[src/verilog/frspc_pkg.sv]
/*
 * frspc_pkg: constants, types and register map for the flash pin controller.
 * Assumes a 50 MHz pclk; wake-up figures are plain defaults.
 */
package frspc_pkg;
    localparam int CLK_MHZ = 50;
    // times in ns
    localparam int STROBE_NS = 100;
    localparam int GUARD_NS = 200;
    localparam int WAKE_READ_NS = 1000;
    localparam int WAKE_WRITE_NS = 1000;
    localparam int STROBE_CYC = (STROBE_NS * CLK_MHZ + 999) / 1000;
    localparam int GUARD_CYC = (GUARD_NS * CLK_MHZ + 999) / 1000;
    localparam int WAKE_READ_CYC = (WAKE_READ_NS * CLK_MHZ + 999) / 1000;
    localparam int WAKE_WRITE_CYC = (WAKE_WRITE_NS * CLK_MHZ + 999) / 1000;
    localparam int AW = 20;
    localparam int CW = 16;
    // register byte offsets
    localparam logic [7:0] OFS_CTRL = 8'h00;
    localparam logic [7:0] OFS_ADDR = 8'h04;
    localparam logic [7:0] OFS_DATA = 8'h08;
    localparam logic [7:0] OFS_CMD = 8'h0C;
    localparam logic [7:0] OFS_STAT = 8'h10;
    localparam logic [7:0] OFS_IRQ = 8'h14;
    localparam logic [7:0] OFS_MASK = 8'h18;
    // irq bit positions
    localparam int IRQ_DONE = 0;
    localparam int IRQ_READY = 1;
    localparam int IRQ_ABORT = 2;
    localparam int IRQ_REJECT = 3;
    localparam int NIRQ = 4;
    // command op codes
    localparam logic [1:0] OP_READ = 2'h0;
    localparam logic [1:0] OP_WRITE = 2'h1;
    localparam logic [1:0] OP_TWO = 2'h2;
    typedef enum logic [2:0] {
        ST_IDLE, ST_SETUP, ST_STROBE, ST_HOLD, ST_GAP, ST_GUARD, ST_WAIT
    } frspc_state_e;
    typedef struct packed {
        logic ce_n;
        logic oe_n;
        logic we_n;
        logic rp_n;
        logic dq_oe_n;
        logic [AW-1:0] addr;
        logic [7:0] dq_o;
    } frspc_pins_s;
    localparam frspc_pins_s PINS_RST = '{ce_n: 1'b1, oe_n: 1'b1, we_n: 1'b1,
        rp_n: 1'b0, dq_oe_n: 1'b1, addr: '0, dq_o: 8'h00};
endpackage : frspc_pkg

[src/verilog/frspc_ctrl.sv]
/*
 * frspc_ctrl: APB-programmed controller driving a byte-wide flash over
 * its chip select, output enable, write enable and power-down pins.
 * Assumes the pin struct is resolved to wires by the surroundings.
 */
// Decided for this implementation: the APB register port and the register addresses.
`timescale 1ns/1ns
module frspc_ctrl import frspc_pkg::*; #(
    parameter int WAKE_R = WAKE_READ_CYC,
    parameter int WAKE_W = WAKE_WRITE_CYC
) (
    // clock and reset
    input wire logic pclk,
    input wire logic presetn,
    // apb slave
    input wire logic psel,
    input wire logic penable,
    input wire logic pwrite,
    input wire logic [7:0] paddr,
    input wire logic [31:0] pwdata,
    output logic [31:0] prdata,
    output logic pready,
    output logic pslverr,
    output logic irq,
    // flash pins
    output frspc_pins_s pins,
    input wire logic [7:0] dq_i,
    input wire logic ready_busy_n,
    input wire logic supply_good
);
    frspc_state_e st_q;
    frspc_pins_s pins_q;
    logic [7:0] dq_s;
    logic rdy_s;
    logic good_s;
    logic pwr_down_q;
    logic [AW-1:0] addr_q;
    logic [7:0] data_q;
    logic [7:0] rdata_q;
    logic [7:0] setup_q;
    logic [1:0] op_q;
    logic pend_q;
    logic second_q;
    logic rdy_d1_q;
    logic [CW-1:0] cnt_q;
    logic [CW-1:0] wake_q;
    logic [NIRQ-1:0] stat_q;
    logic [NIRQ-1:0] mask_q;
    logic [31:0] prdata_q;
    logic pready_q;
    logic pslverr_q;
    logic irq_q;
    logic acc;
    logic wr_acc;
    logic rd_acc;
    logic [NIRQ-1:0] ev;
    logic [NIRQ-1:0] kept;
    logic rp_d;
    logic wake_ok;

    function automatic logic hit(input logic [7:0] a, input logic [7:0] o);
        return a == o;
    endfunction : hit

    function automatic logic mapped(input logic [7:0] a);
        return hit(a, OFS_CTRL) || hit(a, OFS_ADDR) || hit(a, OFS_DATA) ||
            hit(a, OFS_CMD) || hit(a, OFS_STAT) || hit(a, OFS_IRQ) || hit(a, OFS_MASK);
    endfunction : mapped

    frspc_sync #(.W(10), .INIT(10'h002)) u_sync (
        .pclk(pclk),
        .presetn(presetn),
        .d({dq_i, ready_busy_n, supply_good}),
        .q({dq_s, rdy_s, good_s})
    );

    assign acc = psel && penable && pready_q;
    assign wr_acc = acc && pwrite && mapped(paddr);
    assign rd_acc = acc && !pwrite && mapped(paddr);
    assign rp_d = good_s && !pwr_down_q;
    assign wake_ok = (op_q == OP_READ) ? (wake_q >= CW'(WAKE_R)) :
        (wake_q >= CW'(WAKE_W));

    // apb answer, one wait cycle
    always_ff @(posedge pclk or negedge presetn) begin
        if (!presetn) begin
            pready_q <= 1'b0;
            pslverr_q <= 1'b0;
            prdata_q <= 32'h0000_0000;
        end else begin
            pready_q <= psel && penable && !pready_q;
            pslverr_q <= psel && penable && !pready_q && !mapped(paddr);
            if (psel && penable && !pready_q && !pwrite) begin
                case (paddr)
                    OFS_CTRL: prdata_q <= {31'h0, pwr_down_q};
                    OFS_ADDR: prdata_q <= {{(32-AW){1'b0}}, addr_q};
                    OFS_DATA: prdata_q <= {24'h0, rdata_q};
                    OFS_CMD: prdata_q <= {16'h0, setup_q, 6'h0, op_q};
                    OFS_STAT: prdata_q <= {28'h0, wake_ok, pins_q.rp_n, rdy_s,
                        st_q != ST_IDLE || pend_q};
                    OFS_IRQ: prdata_q <= {{(32-NIRQ){1'b0}}, stat_q};
                    OFS_MASK: prdata_q <= {{(32-NIRQ){1'b0}}, mask_q};
                    default: prdata_q <= 32'h0000_0000;
                endcase
            end else begin
                prdata_q <= 32'h0000_0000;
            end
        end
    end

    // software registers
    always_ff @(posedge pclk or negedge presetn) begin
        if (!presetn) begin
            pwr_down_q <= 1'b0;
            addr_q <= '0;
            data_q <= 8'h00;
            mask_q <= '0;
        end else if (wr_acc) begin
            if (hit(paddr, OFS_CTRL)) pwr_down_q <= pwdata[0];
            if (hit(paddr, OFS_ADDR)) addr_q <= pwdata[AW-1:0];
            if (hit(paddr, OFS_DATA)) data_q <= pwdata[7:0];
            if (hit(paddr, OFS_MASK)) mask_q <= pwdata[NIRQ-1:0];
        end
    end

    // command latch; a new command while one is queued is refused
    always_ff @(posedge pclk or negedge presetn) begin
        if (!presetn) begin
            op_q <= OP_READ;
            setup_q <= 8'h00;
        end else if (wr_acc && hit(paddr, OFS_CMD) && !pend_q && st_q == ST_IDLE) begin
            op_q <= pwdata[1:0];
            setup_q <= pwdata[15:8];
        end
    end

    // wake-up counter after power-down release
    always_ff @(posedge pclk or negedge presetn) begin
        if (!presetn) begin
            wake_q <= '0;
        end else if (!pins_q.rp_n) begin
            wake_q <= '0;
        end else if (wake_q != {CW{1'b1}}) begin
            wake_q <= wake_q + 1'b1;
        end
    end

    // pin sequencer
    always_ff @(posedge pclk or negedge presetn) begin
        if (!presetn) begin
            st_q <= ST_IDLE;
            pins_q <= PINS_RST;
            pend_q <= 1'b0;
            second_q <= 1'b0;
            cnt_q <= '0;
            rdata_q <= 8'h00;
        end else begin
            pins_q.rp_n <= rp_d;
            if (wr_acc && hit(paddr, OFS_CMD) && !pend_q && st_q == ST_IDLE) begin
                pend_q <= 1'b1;
            end
            if (!rp_d || !pins_q.rp_n) begin
                // disabled flash: release every strobe
                st_q <= ST_IDLE;
                pins_q.ce_n <= 1'b1;
                pins_q.oe_n <= 1'b1;
                pins_q.we_n <= 1'b1;
                pins_q.dq_oe_n <= 1'b1;
                pend_q <= 1'b0;
                second_q <= 1'b0;
            end else begin
                case (st_q)
                    ST_IDLE: begin
                        // wait for ready before any access
                        if (pend_q && rdy_s && wake_ok) begin
                            pend_q <= 1'b0;
                            second_q <= 1'b0;
                            st_q <= ST_SETUP;
                            pins_q.addr <= addr_q;
                            pins_q.ce_n <= 1'b0;
                            pins_q.dq_oe_n <= op_q == OP_READ;
                            pins_q.dq_o <= (op_q == OP_TWO) ? setup_q : data_q;
                        end
                    end
                    ST_SETUP: begin
                        st_q <= ST_STROBE;
                        cnt_q <= CW'(STROBE_CYC);
                        if (op_q == OP_READ) pins_q.oe_n <= 1'b0;
                        else pins_q.we_n <= 1'b0;
                    end
                    ST_STROBE: begin
                        cnt_q <= cnt_q - 1'b1;
                        if (cnt_q == CW'(1)) begin
                            st_q <= ST_HOLD;
                            pins_q.oe_n <= 1'b1;
                            pins_q.we_n <= 1'b1;
                            if (op_q == OP_READ) rdata_q <= dq_s;
                        end
                    end
                    ST_HOLD: begin
                        st_q <= ST_GAP;
                        pins_q.ce_n <= 1'b1;
                        pins_q.dq_oe_n <= 1'b1;
                    end
                    ST_GAP: begin
                        if (op_q == OP_TWO && !second_q) begin
                            second_q <= 1'b1;
                            st_q <= ST_SETUP;
                            pins_q.ce_n <= 1'b0;
                            pins_q.dq_oe_n <= 1'b0;
                            pins_q.dq_o <= data_q;
                        end else if (op_q == OP_READ) begin
                            st_q <= ST_IDLE;
                        end else begin
                            st_q <= ST_GUARD;
                            cnt_q <= CW'(GUARD_CYC);
                        end
                    end
                    ST_GUARD: begin
                        // give the flash time to pull ready_busy_n low
                        cnt_q <= cnt_q - 1'b1;
                        if (cnt_q == CW'(1)) st_q <= ST_WAIT;
                    end
                    ST_WAIT: begin
                        if (rdy_s) st_q <= ST_IDLE;
                    end
                    default: st_q <= ST_IDLE;
                endcase
            end
        end
    end

    // events and sticky status, set wins over read clear
    always_ff @(posedge pclk or negedge presetn) begin
        if (!presetn) rdy_d1_q <= 1'b1;
        else rdy_d1_q <= rdy_s;
    end
    always_comb begin
        ev = '0;
        ev[IRQ_DONE] = pins_q.rp_n && rp_d && ((st_q == ST_WAIT && rdy_s) ||
            (st_q == ST_GAP && op_q == OP_READ));
        ev[IRQ_READY] = rdy_s && !rdy_d1_q;
        ev[IRQ_ABORT] = pins_q.rp_n && !rp_d && (st_q != ST_IDLE || pend_q);
        ev[IRQ_REJECT] = wr_acc && hit(paddr, OFS_CMD) && (pend_q || st_q != ST_IDLE);
    end
    // read clears only the bits that were reported
    assign kept = (rd_acc && hit(paddr, OFS_IRQ)) ? (stat_q & ~prdata_q[NIRQ-1:0]) : stat_q;
    always_ff @(posedge pclk or negedge presetn) begin
        if (!presetn) begin
            stat_q <= '0;
            irq_q <= 1'b0;
        end else begin
            stat_q <= kept | ev;
            irq_q <= |((kept | ev) & mask_q);
        end
    end

    assign pins = pins_q;
    assign prdata = prdata_q;
    assign pready = pready_q;
    assign pslverr = pslverr_q;
    assign irq = irq_q;

    a_we_with_ce: assert property (@(posedge pclk) disable iff (!presetn)
        !pins_q.we_n |-> !pins_q.ce_n)
        else $error("write strobe without chip select");
    a_rp_low_quiet: assert property (@(posedge pclk) disable iff (!presetn)
        !pins_q.rp_n |=> pins_q.ce_n && pins_q.we_n && pins_q.oe_n)
        else $error("strobes active in power-down");
    a_wake_write: assert property (@(posedge pclk) disable iff (!presetn)
        $fell(pins_q.we_n) |-> wake_q >= CW'(WAKE_W))
        else $error("write before wake delay");
    a_wake_read: assert property (@(posedge pclk) disable iff (!presetn)
        $fell(pins_q.oe_n) |-> wake_q >= CW'(WAKE_R))
        else $error("read before wake delay");
    a_no_contention: assert property (@(posedge pclk) disable iff (!presetn)
        !pins_q.oe_n |-> pins_q.we_n && pins_q.dq_oe_n && !pins_q.ce_n)
        else $error("bus driven while reading");
    a_two_step: assert property (@(posedge pclk) disable iff (!presetn)
        st_q == ST_GAP && op_q == OP_TWO && !second_q && rp_d && pins_q.rp_n
        |=> st_q == ST_SETUP && second_q && pins_q.dq_o == data_q)
        else $error("confirm write missing");
    a_busy_wait: assert property (@(posedge pclk) disable iff (!presetn)
        st_q == ST_WAIT && !rdy_s && rp_d && pins_q.rp_n |=> st_q == ST_WAIT)
        else $error("left wait while busy");
    a_abort_flag: assert property (@(posedge pclk) disable iff (!presetn)
        pins_q.rp_n && !rp_d && st_q != ST_IDLE |=> stat_q[IRQ_ABORT] && st_q == ST_IDLE)
        else $error("abort not reported");
    a_rp_follow: assert property (@(posedge pclk) disable iff (!presetn)
        !good_s |=> !pins_q.rp_n)
        else $error("power-down pin ignores supply");
endmodule : frspc_ctrl

[src/verilog/frspc_sync.sv]
/*
 * frspc_sync: two-flop synchroniser for pin inputs.
 * Assumes inputs are asynchronous to pclk.
 */
`timescale 1ns/1ns
module frspc_sync #(
    parameter int W = 1,
    parameter logic [W-1:0] INIT = '0
) (
    // clock and reset
    input wire logic pclk,
    input wire logic presetn,
    // data
    input wire logic [W-1:0] d,
    output logic [W-1:0] q
);
    logic [W-1:0] meta_q;

    always_ff @(posedge pclk or negedge presetn) begin
        if (!presetn) begin
            meta_q <= INIT;
            q <= INIT;
        end else begin
            meta_q <= d;
            q <= meta_q;
        end
    end
endmodule : frspc_sync
[config.mk]
export PLATFORM = sky130hd
export DESIGN_NAME = frspc_ctrl
export DESIGN_NICKNAME = d
export VERILOG_FILES = /design/src/verilog/frspc_pkg.sv /design/src/verilog/frspc_ctrl.sv /design/src/verilog/frspc_sync.sv
export SDC_FILE = /design/constraint.sdc
export NUM_CORES = 1
export LEC_CHECK = 0
export ABC_AREA = 1
export BUFFER_PORTS_ARGS = -buffer_cell sky130_fd_sc_hd__buf_2
export CAP_MARGIN = 20
export CORE_UTILIZATION = 59
export CTS_BUF_LIST = sky130_fd_sc_hd__clkbuf_8
export DETAILED_ROUTE_END_ITERATION = 16
export PLACE_DENSITY = 0.86
export SLEW_MARGIN = 20
export SYNTH_ARGS = -nofsm -noshare
export SYNTH_HDL_FRONTEND = slang
export SYNTH_SLANG_ARGS = --single-unit
[constraint.sdc]
create_clock -name pclk -period 1.9 [get_ports pclk]
set_clock_uncertainty 0.1 [all_clocks]
set_input_delay 0 -clock pclk [delete_from_list [all_inputs] [get_ports pclk]]
set_output_delay 0 -clock pclk [all_outputs]
set_load 0.01 [all_outputs]
==> flow_metrics.env <==
export IMPL_fin_cells=1269
export IMPL_timing_final_max_slew_violations=0
export IMPL_totalWireLength_microns=20800
export IMPL_holdCritPathClass="in2reg"
export IMPL_root_buffer="sky130_fd_sc_hd__clkbuf_8"
export IMPL_track_usage_pct=30.7
export IMPL_floorplan_die_width_microns=116
export IMPL_later_pin_clock_latency_in_the_skew_report_ns=0.48
export IMPL_final_period_minus_worst_setup_slack_ns=2.01
export IMPL_core_region_area_sq_um=12600
export IMPL_io_pins=123
export IMPL_h_tree_depth=4
export IMPL_timing_critical_path_slowest_stage_cell="sky130_fd_sc_hd__dlygate4sd3_1"
export IMPL_number_of_cts_inserted_buffers=17
export IMPL_starting_density_of_the_core_pct=60.3
export IMPL_power_density_nw_per_um2=683
export IMPL_critical_path_cell_chain="dlygate4sd3_1 > buf_2 > nor2_4 > nand3_4 > nor2_4 > nor2_2 > nand3_2 > nand2_4 > nor2_4 > nand2_1 > dlygate4sd3_1 > o21ai_1"
export IMPL_clock_sinks=169
export IMPL_critical_path_required_ns=2.20
export IMPL_setup_viol=1
export IMPL_cp_data_arrival_time_ns=2.32
export IMPL_cts_tree="done"
export IMPL_detail_route_iter0_violations=787
export IMPL_cpMostUsedCell="sky130_fd_sc_hd__nor2_4"
export IMPL_p_leak_nw=4.95
export IMPL_post_placement_cell_area_sq_um=8520
export IMPL_drv_cap=0
export IMPL_synth_avg_cell_area_sq_um=8.48
export IMPL_crit_buf_inv=3
export IMPL_drc_errors=0
export IMPL_outcome="finished, violations left"
export IMPL_max_clock_freq_mhz=496
export IMPL_layout_filler_cells=818
export IMPL_rrSetupSlack_ns=0.05
export IMPL_postLayoutCellArea_sq_um=9680
export IMPL_die_area_sq_um=13400
export IMPL_ys_seq_elements=169
export IMPL_worst_ir_drop_vdd_mv=0.704
export IMPL_cells_after_synth=898
export IMPL_grt_start_max_net_pins=64
export IMPL_drt_first_pass_iters=6
export IMPL_synth_distinct_cells=41
export IMPL_ys_seq_area_share_pct=55.7
export IMPL_period_share_pct=106
export IMPL_first_global_vias=6763
export IMPL_rsz0062_at_grt="yes"
export IMPL_hold_violations=0
export IMPL_die_height_microns=116
export IMPL_clk_pin_slew_ns=0.09
export IMPL_row_count=41
export IMPL_number_of_antenna_violations_at_the_first_check_in_global_routing=1
export IMPL_number_of_buffers_on_the_longest_clock_path=2
export IMPL_grt_overflow=0
export IMPL_layout_drive_gt1_share_pct=22.0
export IMPL_detailedPlacementHpwl_microns=12100
export IMPL_synth_warnings=0
export IMPL_place_gp_congestion=0.901
export IMPL_port_buffer_count=98
export IMPL_nNetsFinal=1142
export IMPL_critical_path_top_delay_family="buffers and inverters"
export IMPL_post_dr_wirelength_cell_microns=16.4
export IMPL_critical_path_peak_fanout=5
export IMPL_final_setup_worst_slack_ns=-0.114
export IMPL_grt_pass1_wl_microns=31300
export IMPL_route_antenna_remaining_nets=0
export IMPL_vias_per_cell=5.57
export IMPL_via_count=7062
export IMPL_path_class="in2reg"
export IMPL_final_core_utilization_pct=76.7
export IMPL_syn_to_final_growth_pct=27.1
export IMPL_max_stage_delay_ns=0.58
export IMPL_crit_path_start_kind="input port"
export IMPL_failing_checks="setup timing"
export IMPL_dp_cells=1182
export IMPL_tns_ns=-0.114
export IMPL_critPathCaptureType="flip-flop"
export IMPL_syn_area_sq_um=7610
[cell type report]
| type | instances | area (sq um) | share of cell area, % |
|---|---|---|---|
| multi-input combinational | 593 | 2970 | 30.7 |
| timing repair buffer | 193 | 1420 | 14.7 |
| clock buffer | 19 | 262 | 2.70 |
| sequential | 169 | 4240 | 43.8 |
| tap | 172 | 215 | 2.22 |
| clock inverter | 13 | 155 | 1.60 |
| antenna | 1 | 2.50 | 0.0259 |
| inverter | 109 | 410 | 4.24 |
[kinds of logic (layout without fill, tap and decap cells)]
family,count (synthesis),after routing,share of synthesized area [%]
simple gates,399,399,22.3
flops,169,169,55.7
compound gates,165,165,11.7
buf+inv,147,334,8.19
xor+xnor,13,13,1.50
fa+ha+maj,4,4,0.658
other cells,1,13,0.0493
[cells in the mapped netlist (all sizes together)]
library cell    n  area share, %
conb            1          0.049
nor4            6           0.49
nand3b          1          0.099
a22o            3           0.35
a31oi           3           0.25
o31ai          10           0.99
xor2            9            1.0
a41oi           1           0.12
or2             3           0.25
xnor2           4           0.46
dfstp           7            2.4
o22ai           1          0.082
a21oi          34            2.2
buf            24            2.1
o21ai         109            7.3
nand2         236             12
ha              4           0.66
nand4           6           0.49
nor2           69            3.6
a211oi          1          0.099
dfrtp         162             53
nor3           24            1.7
a22oi           1          0.099
o211ai          2           0.20
nor3b           1          0.099
inv           108            5.3
nand3          52            3.6
clkinv          1          0.049
and2            1          0.082
clkbuf         14           0.69
[stage by stage]
| stage | setup WS (ns) | hold slack (ns) | power [mW] |
|---|---|---|---|
| 2_1_floorplan | 0.173 | -0.396 | 3.76 |
| 6_report | -0.114 | 0.0613 | 6.61 |
| 3_5_place_dp | 0.0357 | -0.150 | 3.90 |
| 5_1_grt | -0.153 | 0.0482 | 6.79 |
| 3_3_place_gp | 0.0819 | -0.147 | 3.89 |
| 4_1_cts | 0.0129 | 0.0425 | 6.58 |
[report_power, final]
group | switching [mW] | internal (mW)
clock | 1.40 | 1.27
sequential | 0.00973 | 3.62
combinational | 0.177 | 0.125
total | 1.58 | 5.02
[layer usage]
layer	GRT usage, %	share of wire (%)	vias up
li1	-	-	3242
met4	13.6	4.5	0
met3	7.79	7.5	92
met1	37.3	38	3363
met5	0	0	-
met2	52.1	50	365
[layout by cell type (no fill, tap or decap), types with 10 or more instances in the layout]
cell type | synthesis | layout
sky130_fd_sc_hd__nand2_1 | 234 | 226
sky130_fd_sc_hd__clkbuf_8 | 0 | 19
sky130_fd_sc_hd__nand3_1 | 49 | 44
sky130_fd_sc_hd__conb_1 | 1 | 12
sky130_fd_sc_hd__nor2_1 | 64 | 50
sky130_fd_sc_hd__nor3_1 | 23 | 21
sky130_fd_sc_hd__buf_4 | 14 | 42
sky130_fd_sc_hd__inv_1 | 107 | 106
sky130_fd_sc_hd__o21ai_1 | 10 | 13
sky130_fd_sc_hd__a21oi_1 | 34 | 34
sky130_fd_sc_hd__buf_2 | 9 | 97
sky130_fd_sc_hd__dfrtp_1 | 162 | 159
sky130_fd_sc_hd__dlygate4sd3_1 | 0 | 46
sky130_fd_sc_hd__nor2_2 | 4 | 10
sky130_fd_sc_hd__o21ai_0 | 97 | 94
[worst paths after layout]
path,startpoint,to,depth (start not counted)
max,paddr[0],pwr_down_q,12
min,dq_i[0],u_sync.meta_q[2],2
max reg2reg,pwr_down_q,pins[15],7
min reg2reg,u_sync.meta_q[7],u_sync.q[7],0
max in group asynchronous,presetn,rdy_d1_q,4
min in group asynchronous,presetn,u_sync.meta_q[1],3
[what timing repair did]
action / in CTS / in global routing
cloned: 0 / 1
resized for setup: 5 / 48
hold buffers: 47 / 0
endpoints found under the setup margin: 15 / 80
hold endpoints to repair: 248 / 0
buffers inserted: 0 / 6
pin swaps: 1 / 9
[sequential cells by signal (all words and copies together), names as in the netlist]
name	flops
addr_q	20
cnt_q	16
data_q	8
irq	1
mask_q	4
op_q	2
pend_q	1
pins	33
prdata	20
pready	1
pslverr	1
pwr_down_q	1
rdata_q	8
rdy_d1_q	1
second_q	1
setup_q	8
st_q	3
stat_q	4
u_sync.meta_q	10
u_sync.q	10
wake_q	16
Note: power is estimated with default switching activity, not from simulation.
